File: src/hdl/srp_regs.vh
// constants for the short register peripheral port
// Behaviour
// - a transfer spans five phases T2,T3,T4,T5,T1, then restarts at T2.
// - at T4 the port drives four status bits onto accumulator bits 20-23.
// - power_good_flag false reports the tester unavailable.
// - status bit 21 mirrors the mode register block-transfer bit.
// - status bit 22 carries interrupt_pending.
// - status bit 23 carries tester_busy_flag from the execute delay counter.
// - respond only when instruction bits 0-7 hold our unit code.
// - at T4 device_selected steers bits 8-13,16,17 into address storage.
// - at T5 strobe the address is stored and decoded onto six select lines.
// - the register enabled at T5 transfers on the following T1.
// - a station control read drives 13 data bits toward the host at T1.
// - a write at T1 clocks the 24-bit host word into the addressed register.
// - bit 16 true marks a write; otherwise phases are identical.
// - the address storage clears at T2 of every cycle.
// - station control write latches bus bits 0,1 into head_connect_enable.
// - station control write pulses start set: stop clears, start rises.
// - panel start request stays latched until station control is read.
// - supply register takes 12 bits in parallel and applies them at once.
// - each short register loads by its own single transfer.
// - a memory_pointer write loads the long-register block start address.
// - a status register write sets bit 4, the trap enable, at T1.
// - last block trap bits with trap enable raise an interrupt, ending blocks.
// - mode register bit 9 hands control to the phase loop and delay counters.
`ifndef SRP_REGS_VH
`define SRP_REGS_VH
`define SRP_PH_T2 3'h0
`define SRP_PH_T3 3'h1
`define SRP_PH_T4 3'h2
`define SRP_PH_T5 3'h3
`define SRP_PH_T1 3'h4
`define SRP_UNIT_CODE 8'h50
`define SRP_ADDR_MODE 8'h01
`define SRP_ADDR_STATUS 8'h02
`define SRP_ADDR_PTR 8'h04
`define SRP_ADDR_STCTRL 8'h05
`define SRP_ADDR_SUPPLY 8'h11
`define SRP_BIT_WRITE 16
`define SRP_MODE_BLK 9
`define SRP_STAT_TRAPEN 4
`define SRP_STCTRL_START 2
`endif

File: src/hdl/srp_port.v
// peripheral port carrying single transfers to the tester short registers
`timescale 1ns/1ps
`include "srp_regs.vh"
module srp_port (
    // clock and reset
    input wire clk_sys,
    input wire reset_n,
    // host cycle: phase pulse, phase number, select and strobe
    input wire phase_pulse,
    input wire [2:0] phase_num,
    input wire peripheral_select,
    input wire peripheral_data_strobe,
    // accumulator bus
    input wire [23:0] accumulator_bus_in,
    output reg [23:0] accumulator_bus_out,
    output reg accumulator_bus_oe,
    // tester side status and events
    input wire power_good_flag,
    input wire tester_busy_flag,
    input wire panel_start_request,
    input wire last_block_instr,
    input wire [1:0] trap_bits,
    // decoded selects and register outputs
    output reg [5:0] register_select_lines,
    output reg head_connect_enable,
    output reg start_set_pulse,
    output reg start_flag,
    output reg stop_flag,
    output reg interrupt_pending,
    output reg [23:0] memory_pointer,
    output reg [11:0] programmable_supply_reg,
    output reg [23:0] mode_reg,
    output reg [23:0] status_reg
);
    // pin inputs gathered so one loop can synchronise them all
    localparam NPIN = 6;
    wire [NPIN-1:0] pin_raw;
    wire [NPIN-1:0] pin_sync;
    assign pin_raw = {panel_start_request, tester_busy_flag,
        power_good_flag, peripheral_data_strobe, peripheral_select,
        phase_pulse};

    // two flip-flops per pin before any logic reads it; the host and the
    // tester panel keep their own timing, so every pin is asynchronous
    genvar gi;
    generate
        for (gi = 0; gi < NPIN; gi = gi + 1) begin : g_sync
            reg meta_q;
            reg sync_q;
            // first stage may go metastable, only the second is read
            always @(posedge clk_sys or negedge reset_n) begin
                if (!reset_n) begin
                    meta_q <= 1'b0;
                    sync_q <= 1'b0;
                end else begin
                    meta_q <= pin_raw[gi];
                    sync_q <= meta_q;
                end
            end
            assign pin_sync[gi] = sync_q;
        end
    endgenerate

    // named views of the synchronised pins
    wire pulse_s = pin_sync[0];
    wire select_s = pin_sync[1];
    wire strobe_s = pin_sync[2];
    wire power_s = pin_sync[3];
    wire busy_s = pin_sync[4];
    wire panel_s = pin_sync[5];

    // phase number takes the same two stages as the phase pulse, so the
    // code seen at the pulse edge belongs to that pulse; the host holds
    // it steady for the whole phase, so no bit is caught mid-change
    reg [2:0] ph_meta_q;
    reg [2:0] ph_q;
    reg pulse_prev_q;
    always @(posedge clk_sys or negedge reset_n) begin
        if (!reset_n) begin
            ph_meta_q <= 3'h0;
            ph_q <= 3'h0;
            pulse_prev_q <= 1'b0;
        end else begin
            ph_meta_q <= phase_num;
            ph_q <= ph_meta_q;
            pulse_prev_q <= pulse_s;
        end
    end

    // one action per phase, on the rising edge of the pulse; the edge
    // detector resets low, the idle level of the pulse pin, so no false
    // edge follows reset
    wire phase_edge = pulse_s & ~pulse_prev_q;
    wire strobe = phase_edge & strobe_s;

    // phase decode: T2, T3, T4, T5, T1 in turn; T3 needs no action here
    wire edge_t2 = phase_edge & (ph_q == `SRP_PH_T2);
    wire edge_t4 = phase_edge & (ph_q == `SRP_PH_T4);
    wire strobe_t5 = strobe & (ph_q == `SRP_PH_T5);
    wire strobe_t1 = strobe & (ph_q == `SRP_PH_T1);

    // unit code match and peripheral select
    wire unit_match = (accumulator_bus_in[7:0] == `SRP_UNIT_CODE);
    wire device_selected = select_s & unit_match;

    // address board state
    reg [7:0] addr_in_q;
    reg [7:0] addr_q;
    reg wr_in_q;
    reg wr_q;
    reg sel_q;

    // transfer of the enabled register at T1, split by the write bit
    wire xfer_t1 = strobe_t1 & sel_q;
    wire wr_cycle = xfer_t1 & wr_q;
    wire rd_cycle = xfer_t1 & ~wr_q;
    wire [23:0] wdata = accumulator_bus_in;

    // register hits on the stored address
    wire hit_mode = (addr_q == `SRP_ADDR_MODE);
    wire hit_status = (addr_q == `SRP_ADDR_STATUS);
    wire hit_ptr = (addr_q == `SRP_ADDR_PTR);
    wire hit_stctrl = (addr_q == `SRP_ADDR_STCTRL);
    wire hit_supply = (addr_q == `SRP_ADDR_SUPPLY);

    // station control strobes for the write and the read
    wire station_ctrl_write_strobe = wr_cycle & hit_stctrl;
    wire stctrl_read = rd_cycle & hit_stctrl;

    // status bits; the host reads the tester as unavailable when power
    // is low, block mode is on or the tester is busy
    wire stat_power = power_s;
    wire stat_block = mode_reg[`SRP_MODE_BLK];
    wire stat_irq = interrupt_pending;
    wire stat_busy = busy_s;
    wire [3:0] stat4 = {stat_busy, stat_irq, stat_block, stat_power};

    // trap request from the last block instruction
    wire trap_decoded = last_block_instr & (|trap_bits);
    wire trap_fire = trap_decoded & status_reg[`SRP_STAT_TRAPEN];

    // address board: cleared at T2, loaded at T4, stored and decoded at
    // the T5 strobe; an empty address at T5 enables nothing, so a cycle
    // for another unit or without a strobe touches no register
    always @(posedge clk_sys or negedge reset_n) begin
        if (!reset_n) begin
            addr_in_q <= 8'h00;
            addr_q <= 8'h00;
            wr_in_q <= 1'b0;
            wr_q <= 1'b0;
            sel_q <= 1'b0;
            register_select_lines <= 6'h00;
        end else if (edge_t2) begin
            // ready for the next instruction
            addr_in_q <= 8'h00;
            addr_q <= 8'h00;
            wr_in_q <= 1'b0;
            wr_q <= 1'b0;
            sel_q <= 1'b0;
            register_select_lines <= 6'h00;
        end else if (edge_t4 && device_selected) begin
            // bits 8-13 and 17 form the address, bit 16 the direction
            addr_in_q <= {accumulator_bus_in[17], 1'b0,
                accumulator_bus_in[13:8]};
            wr_in_q <= accumulator_bus_in[`SRP_BIT_WRITE];
        end else if (strobe_t5 && addr_in_q != 8'h00) begin
            // store and decode onto the select lines
            addr_q <= {2'b00, addr_in_q[5:0]};
            wr_q <= wr_in_q;
            sel_q <= 1'b1;
            register_select_lines <= addr_in_q[5:0];
        end
    end

    // read word of the enabled register; station control carries 13 bits
    // of which head enable, start and trap enable are implemented
    reg [23:0] rd_word;
    always @* begin
        rd_word = 24'h000000;
        case (addr_q)
        `SRP_ADDR_STCTRL: rd_word = {21'h0, status_reg[`SRP_STAT_TRAPEN],
            start_flag, head_connect_enable};
        `SRP_ADDR_PTR: rd_word = memory_pointer;
        `SRP_ADDR_MODE: rd_word = mode_reg;
        `SRP_ADDR_STATUS: rd_word = status_reg;
        default: rd_word = 24'h000000;
        endcase
    end

    // accumulator bus driver: status at T4 when selected, read data at
    // T1 only with the strobe; released at every other phase edge so the
    // host never sees a stale word driven
    always @(posedge clk_sys or negedge reset_n) begin
        if (!reset_n) begin
            accumulator_bus_out <= 24'h000000;
            accumulator_bus_oe <= 1'b0;
        end else if (phase_edge) begin
            if (edge_t4 && device_selected) begin
                accumulator_bus_out <= {stat4, 20'h00000};
                accumulator_bus_oe <= 1'b1;
            end else if (rd_cycle) begin
                accumulator_bus_out <= rd_word;
                accumulator_bus_oe <= 1'b1;
            end else begin
                // nothing enabled, nothing driven
                accumulator_bus_oe <= 1'b0;
            end
        end
    end

    // short registers, each written by its own single transfer; a trap also clears mode bit 9
    always @(posedge clk_sys or negedge reset_n) begin
        if (!reset_n) begin
            head_connect_enable <= 1'b0;
            memory_pointer <= 24'h000000;
            programmable_supply_reg <= 12'h000;
            mode_reg <= 24'h000000;
            status_reg <= 24'h000000;
        end else begin
            // either head enable bit connects the test head
            if (station_ctrl_write_strobe) begin
                head_connect_enable <= |wdata[1:0];
            end
            // start address of the long-register block
            if (wr_cycle && hit_ptr) begin
                memory_pointer <= wdata;
            end
            // the supply takes the new value as soon as it is loaded
            if (wr_cycle && hit_supply) begin
                programmable_supply_reg <= wdata[11:0];
            end
            // block mode bit hands the tester to the phase loop
            if (wr_cycle && hit_mode) begin
                mode_reg <= wdata;
            end
            // a trap ends block transfers and wins over a mode write
            if (trap_fire) begin
                mode_reg[`SRP_MODE_BLK] <= 1'b0;
            end
            // any status write arms the trap enable
            if (wr_cycle && hit_status) begin
                status_reg <= wdata;
                status_reg[`SRP_STAT_TRAPEN] <= 1'b1;
            end
        end
    end

    // interrupt request, raised by a trap and held
    always @(posedge clk_sys or negedge reset_n) begin
        if (!reset_n) begin
            interrupt_pending <= 1'b0;
        end else if (trap_fire) begin
            interrupt_pending <= 1'b1;
        end
    end

    // start and stop flags: a station control write clears stop and
    // raises start; a panel request holds start until station control
    // is read, and a request in the cycle of the read clear wins
    reg st_rd_q;
    always @(posedge clk_sys or negedge reset_n) begin
        if (!reset_n) begin
            start_set_pulse <= 1'b0;
            start_flag <= 1'b0;
            stop_flag <= 1'b1;
            st_rd_q <= 1'b0;
        end else begin
            // one clock wide, follows the write strobe
            start_set_pulse <= station_ctrl_write_strobe;
            st_rd_q <= stctrl_read;
            if (station_ctrl_write_strobe) begin
                stop_flag <= 1'b0;
            end
            if (station_ctrl_write_strobe || panel_s) begin
                start_flag <= 1'b1;
            end else if (st_rd_q) begin
                start_flag <= 1'b0;
            end
        end
    end
endmodule // srp_port

File: config.mk
export PLATFORM = sky130hd
export DESIGN_NAME = srp_port
export DESIGN_NICKNAME = d
export VERILOG_FILES = /design/src/hdl/srp_port.v
export VERILOG_INCLUDE_DIRS = /design/src /design/src/hdl
export SDC_FILE = /design/constraint.sdc
export NUM_CORES = 1
export LEC_CHECK = 0
export BUFFER_PORTS_ARGS = -buffer_cell sky130_fd_sc_hd__buf_4
export CAP_MARGIN = 30
export CORE_MARGIN = 2
export CORE_UTILIZATION = 53
export CTS_CLUSTER_SIZE = 12
export DETAILED_ROUTE_END_ITERATION = 10
export PLACE_DENSITY = 0.87
export SLEW_MARGIN = 20
export SYNTH_ARGS = -nofsm -noshare
export SYNTH_HDL_FRONTEND = slang
export SYNTH_SLANG_ARGS = --single-unit
File: constraint.sdc
create_clock -name clk_sys -period 2.5 [get_ports clk_sys]
set_clock_uncertainty 0.05 [all_clocks]
set_input_delay 0.125 -clock clk_sys [delete_from_list [all_inputs] [get_ports clk_sys]]
set_output_delay 0.125 -clock clk_sys [all_outputs]
set_load 0.03 [all_outputs]
Word level (Yosys, flattened, before mapping) --
Cells that the tools add are included.
Storage, ports and cells: output and inout bits 120, bits in registers 159, logic and storage cells 103
Cells by class: equality and inequality tests 10, reductions and logical operators 18, muxes and demuxes 25, bitwise gates (word level) 16
Operator list (number):
- 24-bit case mux with 4 select lines | 1
- 24-bit 2-to-1 mux | 2
- 8-bit 2-to-1 mux | 5
- 6-bit 2-to-1 mux | 3
- 8-bit by 3-bit equality test with 1-bit output, second input constant | 2
- 1-bit AND | 14
- 1-bit 2-to-1 mux | 13
- 10-bit 2-to-1 mux | 1
- 2-bit nonzero test | 5
- 8-bit by 1-bit equality test with 1-bit output, second input constant | 1
- 8-bit by 2-bit equality test with 1-bit output, second input constant | 1
- 8-bit by 5-bit equality test with 1-bit output, second input constant | 1
- 8-bit by 7-bit equality test with 1-bit output, second input constant | 1
- 8-bit nonzero test | 1
- 3-bit by 2-bit equality test with 1-bit output, second input constant | 2
- 1-bit logical AND | 6
- 2-bit AND reduction | 2
- 2-bit OR reduction | 2
- 3-bit equality test, second input constant | 1
- 3-bit zero test | 1
- 2-bit inequality test, second input constant | 1
- 1-bit NOT | 2
- 1-bit logical OR | 1

Longest topological paths before layout --
Gate-level depths: netlist of the first run.
depth after elaboration 9, mapped depth 6

Worst setup path before layout of the first run --
OpenSTA, ideal clock, no wires.
path kind flip-flop to flip-flop, from register addr_q[5], to register memory_pointer[10], setup slack 0.203 ns, arrival 2.120 ns, stages on the path, launching flop included 7, setup time 0.127 ns, cell sequence dfrtp_1 or4b_4 nor3_4 nor2b_1 buf_4 buf_6 mux2_1
Between the ends: longest elaborated chain between the ends 2
RTL lines:
- start, declared | RTL line srp_port.v:108 | reg [7:0] addr_q;
- start signal, assigned | RTL line srp_port.v:168 | addr_q <= {2'b00, addr_in_q[5:0]};
- 8-bit by 3-bit equality test with 1-bit output
- 1-bit logical AND | RTL line srp_port.v:225 | if (wr_cycle && hit_ptr) begin
- end signal, assigned | RTL line srp_port.v:226 | memory_pointer <= wdata;
- end, declared | RTL line srp_port.v:30 | output reg [23:0] memory_pointer,
No other way between the ends. A chain may end at the register's enable or synchronous reset.

Final worst setup path of the first run --
from register addr_q[5], to register memory_pointer[0]
Same word-level chain as after synthesis.

==> results of run 1 <==
-- cell families after synthesis --
kind of cell           Yosys count  share of synthesized area, %
DFF                            150                          61.2
muxes                           92                          16.7
and+or+nand+nor                 89                          8.68
AOI/OAI and AO/OA               88                          11.0
buffers and inverters           31                          2.45
-- per-stage QoR --
stage          instance area (um2)  setup slack, ps  hold WS (ps)  std cells
6_report                      8580              217          17.8        814
5_1_grt                       8580              125          15.3        814
4_1_cts                       8580              218          5.07        814
3_5_place_dp                  7580              231          -142        745
3_3_place_gp                  7570              298          -143        744
2_1_floorplan                 6140              203          -221        450
-- worst max-delay path by stage --
stage                     startpoint            endpoint  slack, ps  depth (start not counted)
after detailed placement   addr_q[5]   memory_pointer[0]        230                          5
after floorplan            addr_q[5]  memory_pointer[10]        200                          6
after global routing       addr_q[5]   memory_pointer[0]        120                          5
after global placement     addr_q[5]   memory_pointer[0]        300                          5
after CTS                  addr_q[5]   memory_pointer[0]        220                          5
final                      addr_q[5]   memory_pointer[0]        220                          5
-- final cells by class --
cell class	count	area, um2
sequential	150	3750
clock inverter	13	179
inverter	2	7.51
timing repair buffer	218	1750
clock buffer	19	453
fill	709	2790
multi-input combinational	269	2260
tap	143	179
-- report_power, final --
group / internal (mW) / leakage [nW] / switching (mW)
sequential: 2.50 / 2.02 / 0.0752
clock: 1.72 / 0.301 / 1.01
combinational: 0.253 / 1.91 / 0.420
-- per-layer routing --
layer / global-route usage [%] / up-vias / wire, um
met1: 38.1 / 2438 / 6960
li1: - / 2087 / -
met5: 0 / - / 0
met4: 11.6 / 0 / 482
met2: 46.1 / 250 / 8740
met3: 8.60 / 42 / 1470
-- timing repair --
| item | CTS | global route |
|---|---|---|
| hold endpoints to repair | 249 | 0 |
| endpoints found under the setup margin | 0 | 0 |
| hold buffers | 37 | 0 |
| buffers inserted | 0 | 0 |
-- worst min-delay path: cells and delay by family --
kind | cells | cell delay, ps
AOI/OAI and AO/OA | 1 | 150
and+or+nand+nor | 1 | 100
buffers and inverters | 1 | 80
-- Yosys cell counts, drive strengths merged (2+ instances only) --
| cell | number | area (um2) |
|---|---|---|
| dfrtp | 149 | 3730 |
| mux2 | 82 | 923 |
| nand2 | 23 | 86.3 |
| a22oi | 20 | 150 |
| o2bb2ai | 20 | 175 |
| clkbuf | 19 | 71.3 |
| a22o | 17 | 149 |
| nor2 | 14 | 55.1 |
| o21ai | 11 | 55.1 |
| buf | 10 | 71.3 |
| mux2i | 10 | 100 |
| nand3b | 10 | 75.1 |
| nor3 | 7 | 46.3 |
| nor4b | 6 | 52.6 |
| a21oi | 5 | 25.0 |
| nor2b | 5 | 31.3 |
| a31oi | 4 | 25.0 |
| nand2b | 4 | 25.0 |
| o211ai | 4 | 30.0 |
| nor4 | 3 | 25.0 |
| o32a | 3 | 30.0 |
| and3b | 2 | 17.5 |
| inv | 2 | 7.51 |
| nand3 | 2 | 10.0 |
| nand4 | 2 | 12.5 |
| or2 | 2 | 12.5 |
| or3 | 2 | 12.5 |
==> impl_results.md, run 1 <==
* EDFF count, synth at 0
* Setup TNS at 0 ps
* Die area at 0.0125 mm2
* Violation count after the first detailed-route iteration at 342
* Overflow after GRT at 0
* Crit share post-route at 91.3%
* F_max at 438 MHz
* CTS Sinks at 150
* Crit Path Max Fanout at 15
* Unrepaired setup endpoints after global routing: no
* Global Route Usage Sum at 29.1%
* Post-layout util at 75.5%
* CP Cell Sequence: or4b_4 -> nor3_4 -> nor2b_2 -> buf_4 -> mux2_2
* Max Cap Viol at 0
* N_diodes at 0
* Max rail drop VDD at 0.715 mV
* Clk Latency, worst-skew pair at 420 ps
* Status: complete, no violations
* CP Data Arrival Time at 2540 ps
* CTS tree: built
* Share of async-settable or async-resettable flops after synthesis at 100%
* Resized cells post-CTS at 0
* Leakage at 4.23 nW
* Reg-to-reg endpoint: memory_pointer[0]
* Total power at 5.97 mW
* Syn avg cell area at 13.6 um2
* Top delay family on crit path: simple AND/OR/NAND/NOR gates
* Final min period at 2280 ps
* Yosys warns at 0
* WHS Endpoint: interrupt_pending
* Maximum number of pins on one net before global-route repair at 96
* GP Congestion at 0.901
* Routed WL at 17.7 mm
* DPL Wire Length at 11.5 mm
* Req. time, crit path at 2760 ps
* CP Buf/Inv Count at 1
* Critical Path Max Stage Delay at 680 ps
* Worst setup SP type: flop
* Vias at 4817
* Wire per inst at 21.7 um
* Clk buf depth at 2
* Worst r2r path cells at 5
* Antenna violations before repair at 0
* Commonest non-fill, non-tap cells in the layout: 178 x buf_4, 149 x dfrtp_1, 62 x mux2_2
* Hold path depth at 3
* CP Class: reg -> reg
* Synth cell types at 46
* Crit-path slowest cell: or4b_4
* CP endpoint kind: flop
* Final-stage net count at 696
* CTS Buf Count at 17
* Drt pass-1 iters at 5
* Vias in the first global route at 4997
* Min-delay worst type: in -> reg
* Core area at 0.0114 mm2
* I/O Buffers at 157
* Worst-path clk slew at 60 ps
* Rows at 39
* First-pass GRT wire length at 27.7 mm
* Count of final setup violators at 0
* Seq/Total Area, Yosys at 61.2%
* Mapped Area at 0.00614 mm2
* Actual slew at the worst max-slew pin at 816 ps
* Die W at 112 um
* Root Buffer: clkbuf_16
* Syn Inst Count at 450
* P&R area growth vs syn at 39.8%
* Most used DFF post-synth: dfrtp_1
* Post-synthesis register bit count at 150
* R2R setup slack at 220 ps
* DR vias/cell at 5.92
* Antenna Violating Nets Remaining at 0
* Syn_nets at 488
* HP Start: last_block_instr
* Final number of hold-violating endpoints at 0
* Share of cells above drive strength 1 at 43.4%
* Relative slew slack at 45.5%
* Die Height at 112 um
* PwrDens at 696 mW/mm2
* Most common cell after layout, fill and taps aside: buf_4
* DRC Markers at 0
* IO Pins at 158
* Reg2reg start: addr_q[5]
* Initial Util at 54.0%
* Final slew viol count at 0
* CTS H-Tree Depth at 4
Power figures use the tool's default switching activity.
==> run 2: changes to the inputs <==
MAX_ROUTING_LAYER = met4   (was not set)
==> run 2 against run 1 <==
Effect of this change:
- combinational power hardly changed
- core utilization unchanged
- maximum frequency barely moved
- critical path depth is the same
- critical path type unchanged
- highest routed layer unchanged
==> impl_results.md, run 2 (synthesized netlist as in run 1, its figures left out) <==
* Status: complete, no violations
* CP Class: reg -> reg
* Overflow after GRT at 0 (unchanged)
* P&R area growth vs syn at 39.8% (unchanged)
* Vias in the first global route at 5027 (+0.60%)
* F_max at 438 MHz (about the same)
* Final-stage net count at 696 (unchanged)
* CP Buf/Inv Count at 1 (unchanged)
* Relative slew slack at 44.8% (-0.73 points)
* Routed WL at 17.7 mm (+0.28%)
* WHS Endpoint: interrupt_pending
* Req. time, crit path at 2760 ps (about the same)
* N_diodes at 0 (unchanged)
* Post-place setup slack at 231 ps (unchanged)
* I/O Buffers at 157 (unchanged)
* Max rail drop VDD at 0.715 mV (about the same)
* Actual slew at the worst max-slew pin at 827 ps (+10.9 ps)
* Leakage at 4.23 nW (unchanged)
* Global Route Usage Sum at 30.0% (+0.92 points)
* Worst-path clk slew at 60 ps (about the same)
* Post-layout util at 75.5% (unchanged)
* CTS Buf Count at 17 (unchanged)
* Dpl cells at 745 (unchanged)
* Maximum number of pins on one net before global-route repair at 96 (unchanged)
* Count of final setup violators at 0 (unchanged)
* Max Cap Viol at 0 (unchanged)
* CP Data Arrival Time at 2540 ps (about the same)
* Antenna violations before repair at 0 (unchanged)
* Setup ws final at 215 ps (-2.07 ps)
* Hold_buf cts at 37 (unchanged)
* Drt pass-1 iters at 6 (+1)
* Buffer count from post-CTS setup fixing at 0 (unchanged)
* Critical Path Max Stage Delay at 670 ps (about the same)
* First-pass GRT wire length at 27.7 mm (-0.25%)
* Final slew viol count at 0 (unchanged)
* PwrDens at 696 mW/mm2 (about the same)
* CP Cell Sequence: or4b_4 -> nor3_4 -> nor2b_2 -> buf_4 -> mux2_2
* Hold path depth at 3 (unchanged)
* Area of all placed cells without fillers at 0.00858 mm2 (unchanged)
* Most common cell after layout, fill and taps aside: buf_4
* Crit share post-route at 91.4% (about the same)
* CTS H-Tree Depth at 4 (unchanged)
* DR vias/cell at 5.89 (-0.39%)
* Non-filler cells, final at 814 (unchanged)
* Resized cells post-CTS at 0 (unchanged)
* Filler cell count at 709 (unchanged)
* DRC Markers at 0 (unchanged)
* Worst r2r path cells at 5 (unchanged)
* Antenna Violating Nets Remaining at 0 (unchanged)
* Rows at 39 (unchanged)
* Core area at 0.0114 mm2 (unchanged)
* Clk Latency, worst-skew pair at 420 ps (about the same)
* Root Buffer: clkbuf_16
* Final number of hold-violating endpoints at 0 (unchanged)
* Clk buf depth at 2 (unchanged)
* Crit-path slowest cell: or4b_4
* CP endpoint kind: flop
* Top delay family on crit path: simple AND/OR/NAND/NOR gates
* Total power at 5.97 mW (about the same)
* R2R setup slack at 220 ps (about the same)
* Hold Worst Slack at 20.1 ps (+2.33 ps)
* Die W at 112 um (unchanged)
* GP Congestion at 0.916 (+1.7%)
* Critical Path Start: addr_q[5]
* Share of cells above drive strength 1 at 43.4% (unchanged)
* Commonest non-fill, non-tap cells in the layout: 178 x buf_4, 149 x dfrtp_1, 62 x mux2_2
* Reg-to-reg endpoint: memory_pointer[0]
* Crit Path Max Fanout at 15 (unchanged)
* Vias at 4798 (-0.39%)
* Min-delay worst type: in -> reg
* Final min period at 2280 ps (+2.07 ps)
* CTS tree: built
* Worst setup SP type: flop
* Wire per inst at 21.7 um (+0.28%)
* Post-DP Area at 0.00758 mm2 (unchanged)
* DPL Wire Length at 11.5 mm (unchanged)
* CTS Sinks at 150 (unchanged)
* Reg2reg start: addr_q[5]
* IO Pins at 158 (unchanged)
* Setup TNS at 0 ps (unchanged)
* HP Start: last_block_instr
* Violation count after the first detailed-route iteration at 326 (-4.7%)
* Die area at 0.0125 mm2 (unchanged)
* Die Height at 112 um (unchanged)
* Unrepaired setup endpoints after global routing: no
* Initial Util at 54.0% (unchanged)
## run 2: cell counts in the layout (fill, tap and decap cells not counted)
Identical to the previous run, type by type.
## run 2: layout make-up
cell class,instances,area [um2],share of cell area [%]
Timing Repair Buffer,218,1750,20.4
Clock buffer,19,453,5.28
Inverter,2,7.51,0.0875
Multi-Input combinational cell,269,2260,26.4
Clock inverter,13,179,2.08
Sequential cell,150,3750,43.7
Tap cell,143,179,2.08
## run 2: worst max-delay path by stage
stage,to,slack (ps),cells past startpoint
floorplan,memory_pointer[10],200,6
global placement,memory_pointer[0],300,5
detailed placement,memory_pointer[0],230,5
CTS,memory_pointer[0],220,5
global route,memory_pointer[0],130,5
finish,memory_pointer[0],220,5
## run 2: per-layer routing
layer	part of all wire [%]	GRT usage, %	routed length (um)	up-vias
met3	7.6	7.29	1340	38
met2	49	46.3	8720	252
li1	-	-	-	2083
met4	2.5	11.9	448	0
met5	0	-	0	-
met1	41	38.8	7190	2425
## run 2: tightest hold or removal path, delay by kind of cell
family,cells,cell delay [ps]
buffers and inverters,1,80
AND/OR/NAND/NOR,1,100
AO/OA/AOI/OAI,1,150
## run 2: report_power, final
| group | switching (mW) | leakage [nW] | internal [mW] |
|---|---|---|---|
| Clock | 1.00 | 0.301 | 1.72 |
| Sequential | 0.0757 | 2.02 | 2.50 |
| Combinational | 0.422 | 1.91 | 0.253 |
| Total | 1.50 | 4.23 | 4.47 |
==> run 3: changes to the inputs <==
GPL_TIMING_DRIVEN = 0   (was not set)
==> run 3 against run 2 <==
Effect of this change:
- via count up 0.96%
- first-iteration DRC count fell by 4.3%
- wire length increased by 0.79%
- die area unchanged
- clock power fell by 11%
- critical path depth increased by 1
- critical endpoint is now memory_pointer[5]
- power down 4.9%
- worst hold slack worse by 6.7 ps
==> impl_results.md, run 3 (synthesized netlist as in run 1, its figures left out) <==
* Clk Latency, worst-skew pair at 420 ps (about the same)
* CTS tree: built
* Count of final setup violators at 0 (unchanged)
* Die W at 112 um (unchanged)
* CTS H-Tree Depth at 4 (unchanged)
* Vias at 4844 (+0.96%)
* Most common cell after layout, fill and taps aside: buf_4
* Core area at 0.0114 mm2 (unchanged)
* Clk buf depth at 2 (unchanged)
* Final slew viol count at 0 (unchanged)
* Final min period at 2410 ps (+121 ps)
* Worst setup SP type: flop
* Max rail drop VDD at 0.634 mV (-11%)
* N_diodes at 0 (unchanged)
* PwrDens at 666 mW/mm2 (-4.3%)
* GP Congestion at 0.924 (+0.84%)
* DRC Markers at 0 (unchanged)
* CP Data Arrival Time at 2650 ps (+110 ps)
* DPL Wire Length at 12.0 mm (+4.0%)
* Min-delay worst type: in -> reg
* Final number of hold-violating endpoints at 0 (unchanged)
* Antenna violations before repair at 0 (unchanged)
* Die area at 0.0125 mm2 (unchanged)
* Internal power at 4.26 mW (-4.8%)
* Antenna Violating Nets Remaining at 0 (unchanged)
* Post-layout util at 75.1% (-0.42 points)
* Maximum number of pins on one net before global-route repair at 79 (-18%)
* Wire per inst at 21.7 um (-0.19%)
* Non-filler cells, final at 822 (+0.98%)
* Post-place setup slack at -358 ps (-589 ps)
* Seq pwr share at 45.6% (+2.4 points)
* Switch share at 25.1% (-0.046 points)
* Worst-path clk slew at 60 ps (about the same)
* Relative slew slack at 48.4% (+3.6 points)
* Leakage at 4.19 nW (-0.82%)
* IO Pins at 158 (unchanged)
* Share of cells above drive strength 1 at 40.8% (-2.6 points)
* Req. time, crit path at 2740 ps (-20 ps)
* Overflow after GRT at 0 (unchanged)
* Dpl cells at 751 (+0.81%)
* Final-stage net count at 706 (+1.4%)
* CP Class: reg -> reg
* Root Buffer: clkbuf_16
* F_max at 416 MHz (-5.0%)
* Setup TNS at 0 ps (unchanged)
* Vias in the first global route at 5044 (+0.34%)
* P_sw at 1.42 mW (-5.1%)
* Status: complete, no violations
* Global Route Usage Sum at 30.4% (+0.37 points)
* Actual slew at the worst max-slew pin at 772 ps (-54.4 ps)
* Setup ws final at 93.8 ps (-121 ps)
* Routed WL at 17.8 mm (+0.79%)
* CTS Buf Count at 17 (unchanged)
* Drt pass-1 iters at 5 (-1)
* I/O Buffers at 157 (unchanged)
* Hold Worst Slack at 13.5 ps (-6.66 ps)
* Area of all placed cells without fillers at 0.00854 mm2 (-0.55%)
* Clock power share at 42.8% (-2.7 points)
* Rows at 39 (unchanged)
* Initial Util at 54.0% (unchanged)
* Crit Path Max Fanout at 10 (-5)
* Total power at 5.68 mW (-4.9%)
* Max Cap Viol at 0 (unchanged)
* Crit share post-route at 96.2% (+4.9 points)
* CTS Sinks at 150 (unchanged)
* First-pass GRT wire length at 28.1 mm (+1.7%)
* Violation count after the first detailed-route iteration at 312 (-4.3%)
* Unrepaired setup endpoints after global routing: no
* Logic pwr share at 11.5% (+0.2 points)
* Post-DP Area at 0.00753 mm2 (-0.66%)
* DR vias/cell at 5.89 (about the same)
* Die Height at 112 um (unchanged)
* CP endpoint kind: flop
* P&R area growth vs syn at 39.0%
* Commonest non-fill, non-tap cells in the layout: 165 x buf_4, 149 x dfrtp_1, 62 x mux2_2
==> run 3: cell count changes in the layout (fill, tap and decap cells not counted), moves of 3 or more <==
cell / delta
clkinvlp_4: -4
bufinv_16: -3
buf_4: -13
clkbuf_8: +4
clkbuf_1: +20
clkbuf_2: +3
buf_2: +3
==> run 3: final cells by class <==
class | instances | area (um2)
clock buffer | 27 | 523
buffer | 29 | 146
inverter | 2 | 7.51
sequential | 150 | 3750
clock inverter | 3 | 40.0
tap | 143 | 179
multi-input combinational | 269 | 2270
timing repair buffer | 199 | 1610
fill | 733 | 2830
==> run 3: path summary, 6_finish.rpt <==
kind | startpoint | to | slack, ps | cells after the start
max in group asynchronous | reset_n | accumulator_bus_out[18] | 1460 | 3
max | addr_q[5] | memory_pointer[5] | 90 | 6
max reg2reg | addr_q[5] | memory_pointer[5] | 90 | 6
min in group asynchronous | reset_n | ph_meta_q[0] | 190 | 2
min | last_block_instr | interrupt_pending | 10 | 3
min reg2reg | ph_meta_q[2] | ph_q[2] | 300 | 0
==> run 3: power by group through the flow <==
stage	sequential [mW]	combinational [mW]	clock [mW]
4_1_cts	2.59	0.647	2.46
2_1_floorplan	2.67	0.235	0
6_report	2.59	0.656	2.43
5_1_grt	2.60	0.702	2.56
3_3_place_gp	2.62	0.559	0
3_5_place_dp	2.62	0.579	0
==> run 3: worst max-delay path: stages (launching register included) <==
cell	delay [ps]
dfrtp_1	500
or4b_4	620
nor3_4	230
nor2b_1	150
buf_4	180
buf_6	180
mux2_1	370
==> run 3: repair_timing <==
action / CTS / global route
endpoints found under the setup margin: 75 / 54
gates resized for setup: 6 / 6
hold buffers: 36 / 0
setup buffers: 5 / 0
pin swaps: 3 / 0
endpoints found under the hold margin: 172 / 0
==> run 3: layer usage <==
layer,wire length [um],track usage [%],part of all wire [%]
met1,7040,38.2,39
met2,8830,47.6,49
met3,1530,8.33,8.6
met4,436,11.4,2.4
met5,0,-,0
